--- src/common/ffc_map.svh ---
// What this block does
// - output equals raw times target over flat
// - enable 0 bypasses, 1 applies correction while idle or saving, bypasses during generate and load
// - slot selector takes values 0 to 15
// - generate with zero derives target automatically
// - generate with 1..4095 uses it as target
// - save copies active data into selected slot
// - generated data volatile, lost at reset
// - load copies selected slot into active data
// - generate samples the next single full frame
// - flat data bilinearly enlarged before dividing
// - load before save discards generated data
// - active data is a single set shared by all slots
// - active data, not the selected slot's data, is what corrects pixels
`ifndef FFC_MAP_SVH
`define FFC_MAP_SVH

// ----------------------------------------------------------------
// register offsets (byte addresses)
// ----------------------------------------------------------------
`define FFC_REG_CTRL    8'h00
`define FFC_REG_SLOT    8'h04
`define FFC_REG_TARGET  8'h08
`define FFC_REG_GEN     8'h0c
`define FFC_REG_SAVE    8'h10
`define FFC_REG_LOAD    8'h14
`define FFC_REG_STATUS  8'h18

// ----------------------------------------------------------------
// field positions and widths
// ----------------------------------------------------------------
`define FFC_CTRL_EN     0
`define FFC_ST_BUSY     0
`define FFC_ST_WAITFRM  1
`define FFC_ST_UNSAVED  2
`define FFC_PIX_W       12
`define FFC_SLOT_W      4
`define FFC_NV_IDX_W    5

// ----------------------------------------------------------------
// reset values and limits
// ----------------------------------------------------------------
`define FFC_PIX_MAX     12'hfff
`define FFC_FLAT_RST    12'hfff
`define FFC_TARGET_RST  12'hfff
`define FFC_SLOT_RST    4'h0

`endif

--- src/common/ffc_pkg.sv ---
`default_nettype none
package ffc_pkg;

	// ----------------------------------------------------------------
	// sequencer states
	// ----------------------------------------------------------------
	typedef enum logic [2:0] {
		ST_IDLE,
		ST_GEN_WAIT,
		ST_GEN_RUN,
		ST_SAVE,
		ST_LOAD,
		ST_LOAD_TAIL
	} seq_state_t;

endpackage
`default_nettype wire

--- src/verilog/ffc_fifo.sv ---
`default_nettype none
module ffc_fifo #(
	parameter int WIDTH = 13,
	parameter int DEPTH = 4
) (
	input  wire logic             mclk,
	input  wire logic             rst_b,
	input  wire logic             inValid,
	output var  logic             inReady,
	input  wire logic [WIDTH-1:0] inData,
	output var  logic             outValid,
	input  wire logic             outReady,
	output logic      [WIDTH-1:0] outData
);
	localparam int AW = (DEPTH > 1) ? $clog2(DEPTH) : 1;
	localparam logic [AW:0] FULLC = (AW + 1)'(DEPTH);
	localparam logic [AW-1:0] LASTP = AW'(DEPTH - 1);

	logic [WIDTH-1:0] mem [DEPTH];
	logic [AW-1:0]    wp;
	logic [AW-1:0]    rp;
	logic [AW:0]      count;
	logic             push;
	logic             pop;
	logic [AW:0]      next_count;

	// handshakes on both sides
	assign push = inValid & inReady;
	assign pop = outValid & outReady;
	assign outData = mem[rp];

	always_comb begin
		next_count = count;
		if (push && !pop)
			next_count = count + 1'b1;
		else if (pop && !push)
			next_count = count - 1'b1;
	end

	// storage write
	always_ff @(posedge mclk) begin
		if (push)
			mem[wp] <= inData;
	end

	// pointers, occupancy and flags held in flops
	always_ff @(posedge mclk) begin
		if (!rst_b) begin
			wp <= '0;
			rp <= '0;
			count <= '0;
			inReady <= 1'b0;
			outValid <= 1'b0;
		end else begin
			if (push)
				wp <= (wp == LASTP) ? '0 : wp + 1'b1;
			if (pop)
				rp <= (rp == LASTP) ? '0 : rp + 1'b1;
			count <= next_count;
			inReady <= (next_count != FULLC);
			outValid <= (next_count != '0);
		end
	end

endmodule
`default_nettype wire

--- src/verilog/flat_field_correction.sv ---
`include "ffc_map.svh"
`default_nettype none
module flat_field_correction
	import ffc_pkg::*;
#(
	parameter int IMG_W   = 1024,
	parameter int IMG_H   = 1024,
	parameter int CELL_SH = 8,
	parameter int FIFO_D  = 4
) (
	input  wire logic        mclk,
	input  wire logic        rst_b,
	// register port
	input  wire logic [7:0]  regAddr,
	input  wire logic [31:0] regWrData,
	input  wire logic        regWr,
	input  wire logic        regRd,
	output var  logic [31:0] regRdData,
	// raw pixel stream
	input  wire logic        pixInValid,
	output var  logic        pixInReady,
	input  wire logic        pixInSof,
	input  wire logic [11:0] rawLevel,
	// corrected pixel stream
	output var  logic        pixOutValid,
	input  wire logic        pixOutReady,
	output var  logic        pixOutSof,
	output var  logic [11:0] correctedLevel,
	// non-volatile store port, read data one cycle after nvRd
	output var  logic [8:0]  nvAddr,
	output var  logic [11:0] nvWrData,
	output var  logic        nvWr,
	output var  logic        nvRd,
	input  wire logic [11:0] nvRdData
);
	// ----------------------------------------------------------------
	// geometry
	// ----------------------------------------------------------------
	localparam int GX    = (IMG_W >> CELL_SH) + 1;
	localparam int GY    = (IMG_H >> CELL_SH) + 1;
	localparam int NPTS  = GX * GY;
	localparam int PIXSH = $clog2(IMG_W * IMG_H);
	localparam logic [15:0] LASTX = 16'(IMG_W - 1);
	localparam logic [15:0] LASTY = 16'(IMG_H - 1);
	localparam logic [9:0]  SCALE = 10'(1 << CELL_SH);
	localparam logic [`FFC_NV_IDX_W-1:0] TGT_IDX = `FFC_NV_IDX_W'(NPTS);

	// grid column or row index of a coordinate lying on a grid line
	function automatic logic [7:0] ptIndex(input logic [15:0] c);
		ptIndex = 8'((32'(c) + (1 << CELL_SH) - 1) >> CELL_SH);
	endfunction

	// coordinate lies on a sampling line, last line clamped to the edge
	function automatic logic ptHit(input logic [15:0] c, input logic [15:0] last);
		ptHit = (c[CELL_SH-1:0] == '0) || (c == last);
	endfunction

	// ----------------------------------------------------------------
	// state
	// ----------------------------------------------------------------
	seq_state_t              state;
	logic                    corrEn;
	logic [`FFC_SLOT_W-1:0]  slot;
	logic [11:0]             target;
	logic [11:0]             genArg;
	logic                    unsaved;
	logic [11:0]             flat [NPTS];
	logic [`FFC_NV_IDX_W-1:0] xferIdx;
	logic [`FFC_NV_IDX_W-1:0] ldIdx;
	logic                    ldValid;
	logic [31:0]             frameSum;
	logic [15:0]             nextX;
	logic [15:0]             nextY;

	logic                    fifoValid;
	logic                    fifoReady;
	logic [12:0]             fifoData;
	logic                    adv;
	logic                    pop;
	logic                    popSof;
	logic [11:0]             popRaw;
	logic [15:0]             curX;
	logic [15:0]             curY;
	logic                    lastPix;
	logic                    genTake;
	logic [31:0]             next_sum;
	logic [11:0]             frameMean;
	logic                    idle;
	logic                    wrGen;
	logic                    wrSave;
	logic                    wrLoad;
	logic                    wrSlot;

	logic                    s1Valid;
	logic                    s1Sof;
	logic                    s1Byp;
	logic [11:0]             s1Raw;
	logic [11:0]             s1Flat;
	logic [11:0]             interpFlat;
	logic [11:0]             next_level;

	// ----------------------------------------------------------------
	// input buffer
	// ----------------------------------------------------------------
	ffc_fifo #(
		.WIDTH (13),
		.DEPTH (FIFO_D)
	) u_fifo (
		.mclk     (mclk),
		.rst_b    (rst_b),
		.inValid  (pixInValid),
		.inReady  (pixInReady),
		.inData   ({pixInSof, rawLevel}),
		.outValid (fifoValid),
		.outReady (fifoReady),
		.outData  (fifoData)
	);

	// pipeline moves when the output slot is free or being taken
	assign adv = !pixOutValid || pixOutReady;
	assign fifoReady = adv;
	assign pop = fifoValid & adv;
	assign popSof = fifoData[12];
	assign popRaw = fifoData[11:0];
	assign curX = popSof ? 16'h0000 : nextX;
	assign curY = popSof ? 16'h0000 : nextY;
	assign lastPix = (curX == LASTX) && (curY == LASTY);

	// ----------------------------------------------------------------
	// pixel position tracking
	// ----------------------------------------------------------------
	always_ff @(posedge mclk) begin
		if (!rst_b) begin
			nextX <= 16'h0000;
			nextY <= 16'h0000;
		end else if (pop) begin
			if (curX == LASTX) begin
				nextX <= 16'h0000;
				nextY <= curY + 16'h0001;
			end else begin
				nextX <= curX + 16'h0001;
				nextY <= curY;
			end
		end
	end

	// ----------------------------------------------------------------
	// register decode
	// ----------------------------------------------------------------
	assign idle = (state == ST_IDLE);
	assign wrGen = regWr && (regAddr == `FFC_REG_GEN) && idle;
	assign wrSave = regWr && (regAddr == `FFC_REG_SAVE) && idle;
	assign wrLoad = regWr && (regAddr == `FFC_REG_LOAD) && idle;
	assign wrSlot = regWr && (regAddr == `FFC_REG_SLOT);

	// enable bit and slot selector
	always_ff @(posedge mclk) begin
		if (!rst_b) begin
			corrEn <= 1'b0;
			slot <= `FFC_SLOT_RST;
		end else begin
			if (regWr && regAddr == `FFC_REG_CTRL)
				corrEn <= regWrData[`FFC_CTRL_EN];
			if (wrSlot && idle)
				slot <= regWrData[`FFC_SLOT_W-1:0];
		end
	end

	// read data one cycle after the strobe, unmapped reads as zero
	always_ff @(posedge mclk) begin
		if (!rst_b) begin
			regRdData <= 32'h0000_0000;
		end else if (regRd) begin
			regRdData <= 32'h0000_0000;
			unique case (regAddr)
				`FFC_REG_CTRL:   regRdData[`FFC_CTRL_EN] <= corrEn;
				`FFC_REG_SLOT:   regRdData[`FFC_SLOT_W-1:0] <= slot;
				`FFC_REG_TARGET: regRdData[11:0] <= target;
				`FFC_REG_STATUS: begin
					regRdData[`FFC_ST_BUSY] <= !idle;
					regRdData[`FFC_ST_WAITFRM] <= (state == ST_GEN_WAIT) ||
						(state == ST_GEN_RUN);
					regRdData[`FFC_ST_UNSAVED] <= unsaved;
				end
				default: regRdData <= 32'h0000_0000;
			endcase
		end else begin
			regRdData <= 32'h0000_0000;
		end
	end

	// ----------------------------------------------------------------
	// frame capture for generation
	// ----------------------------------------------------------------
	assign genTake = pop && ((state == ST_GEN_RUN) || (state == ST_GEN_WAIT && popSof));
	assign next_sum = popSof ? 32'(popRaw) : frameSum + 32'(popRaw);
	assign frameMean = 12'(next_sum >> PIXSH);

	always_ff @(posedge mclk) begin
		if (!rst_b)
			frameSum <= 32'h0000_0000;
		else if (genTake)
			frameSum <= next_sum;
	end

	// ----------------------------------------------------------------
	// sequencer: generate, save, load
	// ----------------------------------------------------------------
	always_ff @(posedge mclk) begin
		if (!rst_b) begin
			state <= ST_IDLE;
			genArg <= 12'h000;
			xferIdx <= '0;
		end else begin
			unique case (state)
				ST_IDLE: begin
					xferIdx <= '0;
					if (wrGen) begin
						genArg <= regWrData[11:0];
						state <= ST_GEN_WAIT;
					end else if (wrSave) begin
						state <= ST_SAVE;
					end else if (wrLoad || (wrSlot && !unsaved)) begin
						state <= ST_LOAD;
					end
				end
				ST_GEN_WAIT: begin
					if (genTake)
						state <= lastPix ? ST_IDLE : ST_GEN_RUN;
				end
				ST_GEN_RUN: begin
					if (genTake && lastPix)
						state <= ST_IDLE;
				end
				ST_SAVE: begin
					xferIdx <= xferIdx + 1'b1;
					if (xferIdx == TGT_IDX)
						state <= ST_IDLE;
				end
				ST_LOAD: begin
					xferIdx <= xferIdx + 1'b1;
					if (xferIdx == TGT_IDX)
						state <= ST_LOAD_TAIL;
				end
				ST_LOAD_TAIL: state <= ST_IDLE;
			endcase
		end
	end

	// unsaved flag: set by a finished capture, cleared by save or load
	always_ff @(posedge mclk) begin
		if (!rst_b)
			unsaved <= 1'b0;
		else if (genTake && lastPix)
			unsaved <= 1'b1;
		else if (state == ST_SAVE || state == ST_LOAD)
			unsaved <= 1'b0;
	end

	// non-volatile store strobes, slot picks the upper address bits
	always_ff @(posedge mclk) begin
		if (!rst_b) begin
			nvAddr <= 9'h000;
			nvWrData <= 12'h000;
			nvWr <= 1'b0;
			nvRd <= 1'b0;
		end else begin
			nvAddr <= {slot, xferIdx};
			nvWrData <= (xferIdx == TGT_IDX) ? target : flat[xferIdx];
			nvWr <= (state == ST_SAVE);
			nvRd <= (state == ST_LOAD);
		end
	end

	// load data returns one cycle after the read strobe
	always_ff @(posedge mclk) begin
		if (!rst_b) begin
			ldIdx <= '0;
			ldValid <= 1'b0;
		end else begin
			ldIdx <= nvAddr[`FFC_NV_IDX_W-1:0];
			ldValid <= nvRd;
		end
	end

	// ----------------------------------------------------------------
	// active flat data and target, volatile
	// ----------------------------------------------------------------
	always_ff @(posedge mclk) begin
		if (!rst_b) begin
			for (int i = 0; i < NPTS; i++)
				flat[i] <= `FFC_FLAT_RST;
		end else if (ldValid && ldIdx != TGT_IDX) begin
			flat[ldIdx] <= nvRdData;
		end else if (genTake && ptHit(curX, LASTX) && ptHit(curY, LASTY)) begin
			flat[ptIndex(curY) * GX + ptIndex(curX)] <= popRaw;
		end
	end

	always_ff @(posedge mclk) begin
		if (!rst_b)
			target <= `FFC_TARGET_RST;
		else if (ldValid && ldIdx == TGT_IDX)
			target <= nvRdData;
		else if (genTake && lastPix)
			target <= (genArg == 12'h000) ? frameMean : genArg;
	end

	// ----------------------------------------------------------------
	// bilinear enlargement of the grid at the popped position
	// ----------------------------------------------------------------
	always_comb begin
		logic [7:0]  cx;
		logic [7:0]  cy;
		logic [9:0]  fx;
		logic [9:0]  fy;
		logic [21:0] top;
		logic [21:0] bot;
		logic [31:0] mix;
		cx = 8'(curX >> CELL_SH);
		cy = 8'(curY >> CELL_SH);
		fx = 10'(curX[CELL_SH-1:0]);
		fy = 10'(curY[CELL_SH-1:0]);
		top = 22'(flat[cy * GX + cx] * (SCALE - fx)) +
			22'(flat[cy * GX + cx + 1] * fx);
		bot = 22'(flat[(cy + 1) * GX + cx] * (SCALE - fx)) +
			22'(flat[(cy + 1) * GX + cx + 1] * fx);
		mix = 32'(top * (SCALE - fy)) + 32'(bot * fy);
		interpFlat = 12'(mix >> (2 * CELL_SH));
	end

	// stage one: pixel with its enlarged flat value
	always_ff @(posedge mclk) begin
		if (!rst_b) begin
			s1Valid <= 1'b0;
			s1Sof <= 1'b0;
			s1Byp <= 1'b1;
			s1Raw <= 12'h000;
			s1Flat <= 12'h000;
		end else if (adv) begin
			s1Valid <= pop;
			s1Sof <= popSof;
			s1Byp <= !corrEn || !(idle || state == ST_SAVE);
			s1Raw <= popRaw;
			s1Flat <= interpFlat;
		end
	end

	// ----------------------------------------------------------------
	// correction divide with clamp
	// ----------------------------------------------------------------
	always_comb begin
		logic [23:0] prod;
		logic [23:0] quot;
		prod = s1Raw * target;
		quot = (s1Flat == 12'h000) ? 24'hffffff : prod / 24'(s1Flat);
		if (s1Byp)
			next_level = s1Raw;
		else if (quot > 24'(`FFC_PIX_MAX))
			next_level = `FFC_PIX_MAX;
		else
			next_level = quot[11:0];
	end

	// output stage
	always_ff @(posedge mclk) begin
		if (!rst_b) begin
			pixOutValid <= 1'b0;
			pixOutSof <= 1'b0;
			correctedLevel <= 12'h000;
		end else if (adv) begin
			pixOutValid <= s1Valid;
			pixOutSof <= s1Sof;
			correctedLevel <= next_level;
		end
	end

endmodule
`default_nettype wire

--- config.mk ---
export PLATFORM = sky130hd
export DESIGN_NAME = flat_field_correction
export DESIGN_NICKNAME = d
export VERILOG_FILES = /design/src/common/ffc_pkg.sv /design/src/verilog/ffc_fifo.sv /design/src/verilog/flat_field_correction.sv
export VERILOG_INCLUDE_DIRS = /design/src /design/src/common
export SDC_FILE = /design/constraint.sdc
export NUM_CORES = 2
export LEC_CHECK = 0
export BUFFER_PORTS_ARGS = -buffer_cell sky130_fd_sc_hd__buf_2
export CAP_MARGIN = 0
export CORE_UTILIZATION = 35
export DETAILED_ROUTE_END_ITERATION = 6
export PLACE_DENSITY = 0.5
export SYNTH_ARGS = -nofsm -noshare
export SYNTH_HDL_FRONTEND = slang
export SYNTH_SLANG_ARGS = --single-unit
export TNS_END_PERCENT = 30
--- constraint.sdc ---
create_clock -name mclk -period 78.6 [get_ports mclk]
set_input_delay 23.58 -clock mclk [delete_from_list [all_inputs] [get_ports mclk]]
set_output_delay 23.58 -clock mclk [all_outputs]
set_load 0.01 [all_outputs]
==> summary.md <==
| Metric | Value |
|---|---|
| Top cells by area, synth | `fa_1, mux4_2, edfxtp_1` |
| Final Hold Fails | `0` |
| Largest net degree at the start of global routing | `128` |
| Crit Path Class | `flip-flop to flip-flop` |
| Register bit total from synthesis | `636` |
| Nets | `9570` |
| Reg2Reg Depth | `289` |
| Min Tclk post-route | `69300 ps` |
| H-tree Lvls | `3` |
| Hold_buf cts | `0` |
| Slowest cell on crit path | `dfxtp_1` |
| Post-Syn Instances | `8193` |
| Avg Inst Size Synth | `10.0 sq um` |
| Clock Sinks | `636` |
| MaxCap Viol Count | `0` |
| Initial antenna violation count | `5` |
| Tot GR Track Use | `22.5%` |
| Max_slew headroom | `7.14%` |
| Post-DRT Antenna Nets | `0` |
| Startpoint types | `flip-flop` |
| R2R Setup Slk | `9300 ps` |
| Share of the synthesized area in the top cell type | `18.0%` |
| Hold Path Class | `flip-flop to flip-flop` |
| Crit Path Max Fanout | `25` |
| Syn. warnings | `0` |
| Setup Skew | `40.6 ps` |
| Area leader, netlist | `fa_1` |
| Row count | `177` |
| Drt wl/cell | `23.5 microns` |
| Worst path required time | `79140 ps` |
| TNS Setup | `0 ps` |
| Vias in the first global route | `63978` |
| CTS buffer count | `70` |
| R2R Path End | `correctedLevel[0]` |
| Final Max Tran Viols | `0` |
| Final setup fails | `0` |
| Worst setup path startpoint | `target[3]` |
| Clock-pin slew on the worst setup and hold paths | `60 ps` |
| Commonest non-fill, non-tap cell in the layout | `nand2_1` |
| Most used cell, CP | `o21a_1` |
| Top-Level Pins | `141` |
| CTS root buf | `clkbuf_16` |
| Violated checks | `design-rule violations` |
| FF-to-FF Start | `target[3]` |
| Dpl hpwl | `202000 microns` |
| Ratio of cells with drive above 1 in the final layout | `16.0%` |
| Clk_lat worst skew | `680 ps` |
| Grt ovf | `0` |
| RSZ-0062 raised after global routing | `false` |
| PortBufs | `100` |
| Fmax | `14.4 MHz` |
| Post-CTS Setup Inserts | `0` |
| Core Region | `233000 sq um` |
| First-pass GRT wire length | `404000 microns` |
| Worst path arrival time | `69850 ps` |
| Vias/cell | `5.64` |
| Vias | `63927` |
| CP endpoint | `correctedLevel[0]` |
| DR pass1 iterations | `7` |
| Cell area after synthesis | `82000 sq um` |
| Crit. End Element | `flip-flop` |
| Max incr delay on CP | `890 ps` |
| Period utilization | `88.2%` |
| Status | `finished, violations left` |
| Initial DRC count | `5438` |
| CTS tree | `built` |
| Register area share after synthesis | `20.8%` |
| # DRC | `1` |
| Most frequent cells in the layout | `nand2_1, inv_1, fa_1, nor2_1, ha_1` |
| Top_reg_cell synth | `edfxtp_1` |
| Clock Path Buffers | `3` |
| GP Congestion | `0.916` |
| Syn-to-layout area delta | `8.69%` |
| Width of the chip | `486 microns` |
| Post-synth EDFFs | `436` |
| Distinct cells, synth | `117` |
| Final wirelength | `267000 microns` |
| Chip height | `486 microns` |
| Starting Density | `35.2%` |
| Post-synth ARST share | `0%` |
| Die Footprint | `236000 sq um` |
| Post-cts resize count | `0` |
| Worst-margin pin slew | `1350 ps` |
## logic make-up (layout without fill, tap and decap cells)
family | after synthesis | after routing | share of synthesized area (%)
simple gates | 2623 | 2623 | 14.6
buf+inv | 1386 | 1384 | 6.47
fa+ha+maj | 1345 | 1345 | 27.3
compound gates | 1165 | 1165 | 9.44
mux | 769 | 769 | 18.5
flops | 636 | 636 | 20.8
xor+xnor | 268 | 268 | 2.88
other cells | 1 | 22 | 0.00457
## Yosys cell counts, drive strengths merged, types with 96 or more instances
master and n:
nor3 154, clkbuf 354, mux2i 104, fa 736
ha 609, nor2 679, o21ai 221, o21a 125
mux4 586, nand2 1039, dfxtp 200, or2 96
inv 940, nand3 97, xnor2 177, nand2b 141
edfxtp 436, a21oi 326, and2 146
## how the worst min path moves through the flow
| stage | from | to | cells past startpoint |
|---|---|---|---|
| 2_1_floorplan | s1Sof | s1Sof | 2 |
| 3_3_place_gp | pixOutSof | pixOutSof | 2 |
| 3_5_place_dp | correctedLevel[1] | correctedLevel[1] | 2 |
| 4_1_cts | correctedLevel[1] | correctedLevel[1] | 2 |
| 5_1_grt | correctedLevel[1] | correctedLevel[1] | 2 |
| 6_report | correctedLevel[1] | correctedLevel[1] | 2 |
## stage by stage
stage          cell area [sq um]  utilization, %  worst slack [ps]  cells  hold slack, ps
6_report                   89100            38.3              9300  11344             449
5_1_grt                    89100            38.3              4100  11342             472
4_1_cts                    89100            38.3              9740  11341             451
3_5_place_dp               86800            37.3             10070  11213             445
3_3_place_gp               86800            37.3             10880  11213             438
2_1_floorplan              82100               -             18000   8212             432
## routing by layer
layer / vias to the layer above / GRT usage (%) / wire (microns)
li1: 28562 / - / -
met1: 32365 / 30.5 / 114000
met2: 2521 / 36.0 / 122000
met3: 477 / 3.17 / 18600
met4: 2 / 9.45 / 12500
met5: - / 0 / 198
## final cells by class
cell class,instances,area (sq um)
flip-flops and latches,636,17100
fillers,22966,144000
well taps,3132,3920
clock inverters,36,362
repair buffers,316,2150
multi-input cells,6190,60100
diodes,2,5.00
inverters,940,3530
clock buffers,92,1970
## state kept, by name, indices dropped and copies added (netlist names), 9 cells and up, named ones only
signal	flops
target	12
s1Flat	12
flat	384
nvAddr	9
s1Raw	12
regRdData	12
genArg	12
correctedLevel	12
nvWrData	12
u_fifo.mem	52
frameSum	32
nextX	16
nextY	16
## worst max-delay path: cells and delay by family (launching register included)
kind | cells | cell delay [ps]
buffers and inverters | 13 | 2010
AO/OA/AOI/OAI | 172 | 40660
AND/OR/NAND/NOR | 69 | 13140
multiplexers | 5 | 1720
adder cells (fa/ha/maj) | 30 | 10480
flip-flops | 1 | 890
Power is left out: the tool's default activity adds up to more than one toggle a clock period on the data nets, which glitch-free logic cannot reach.
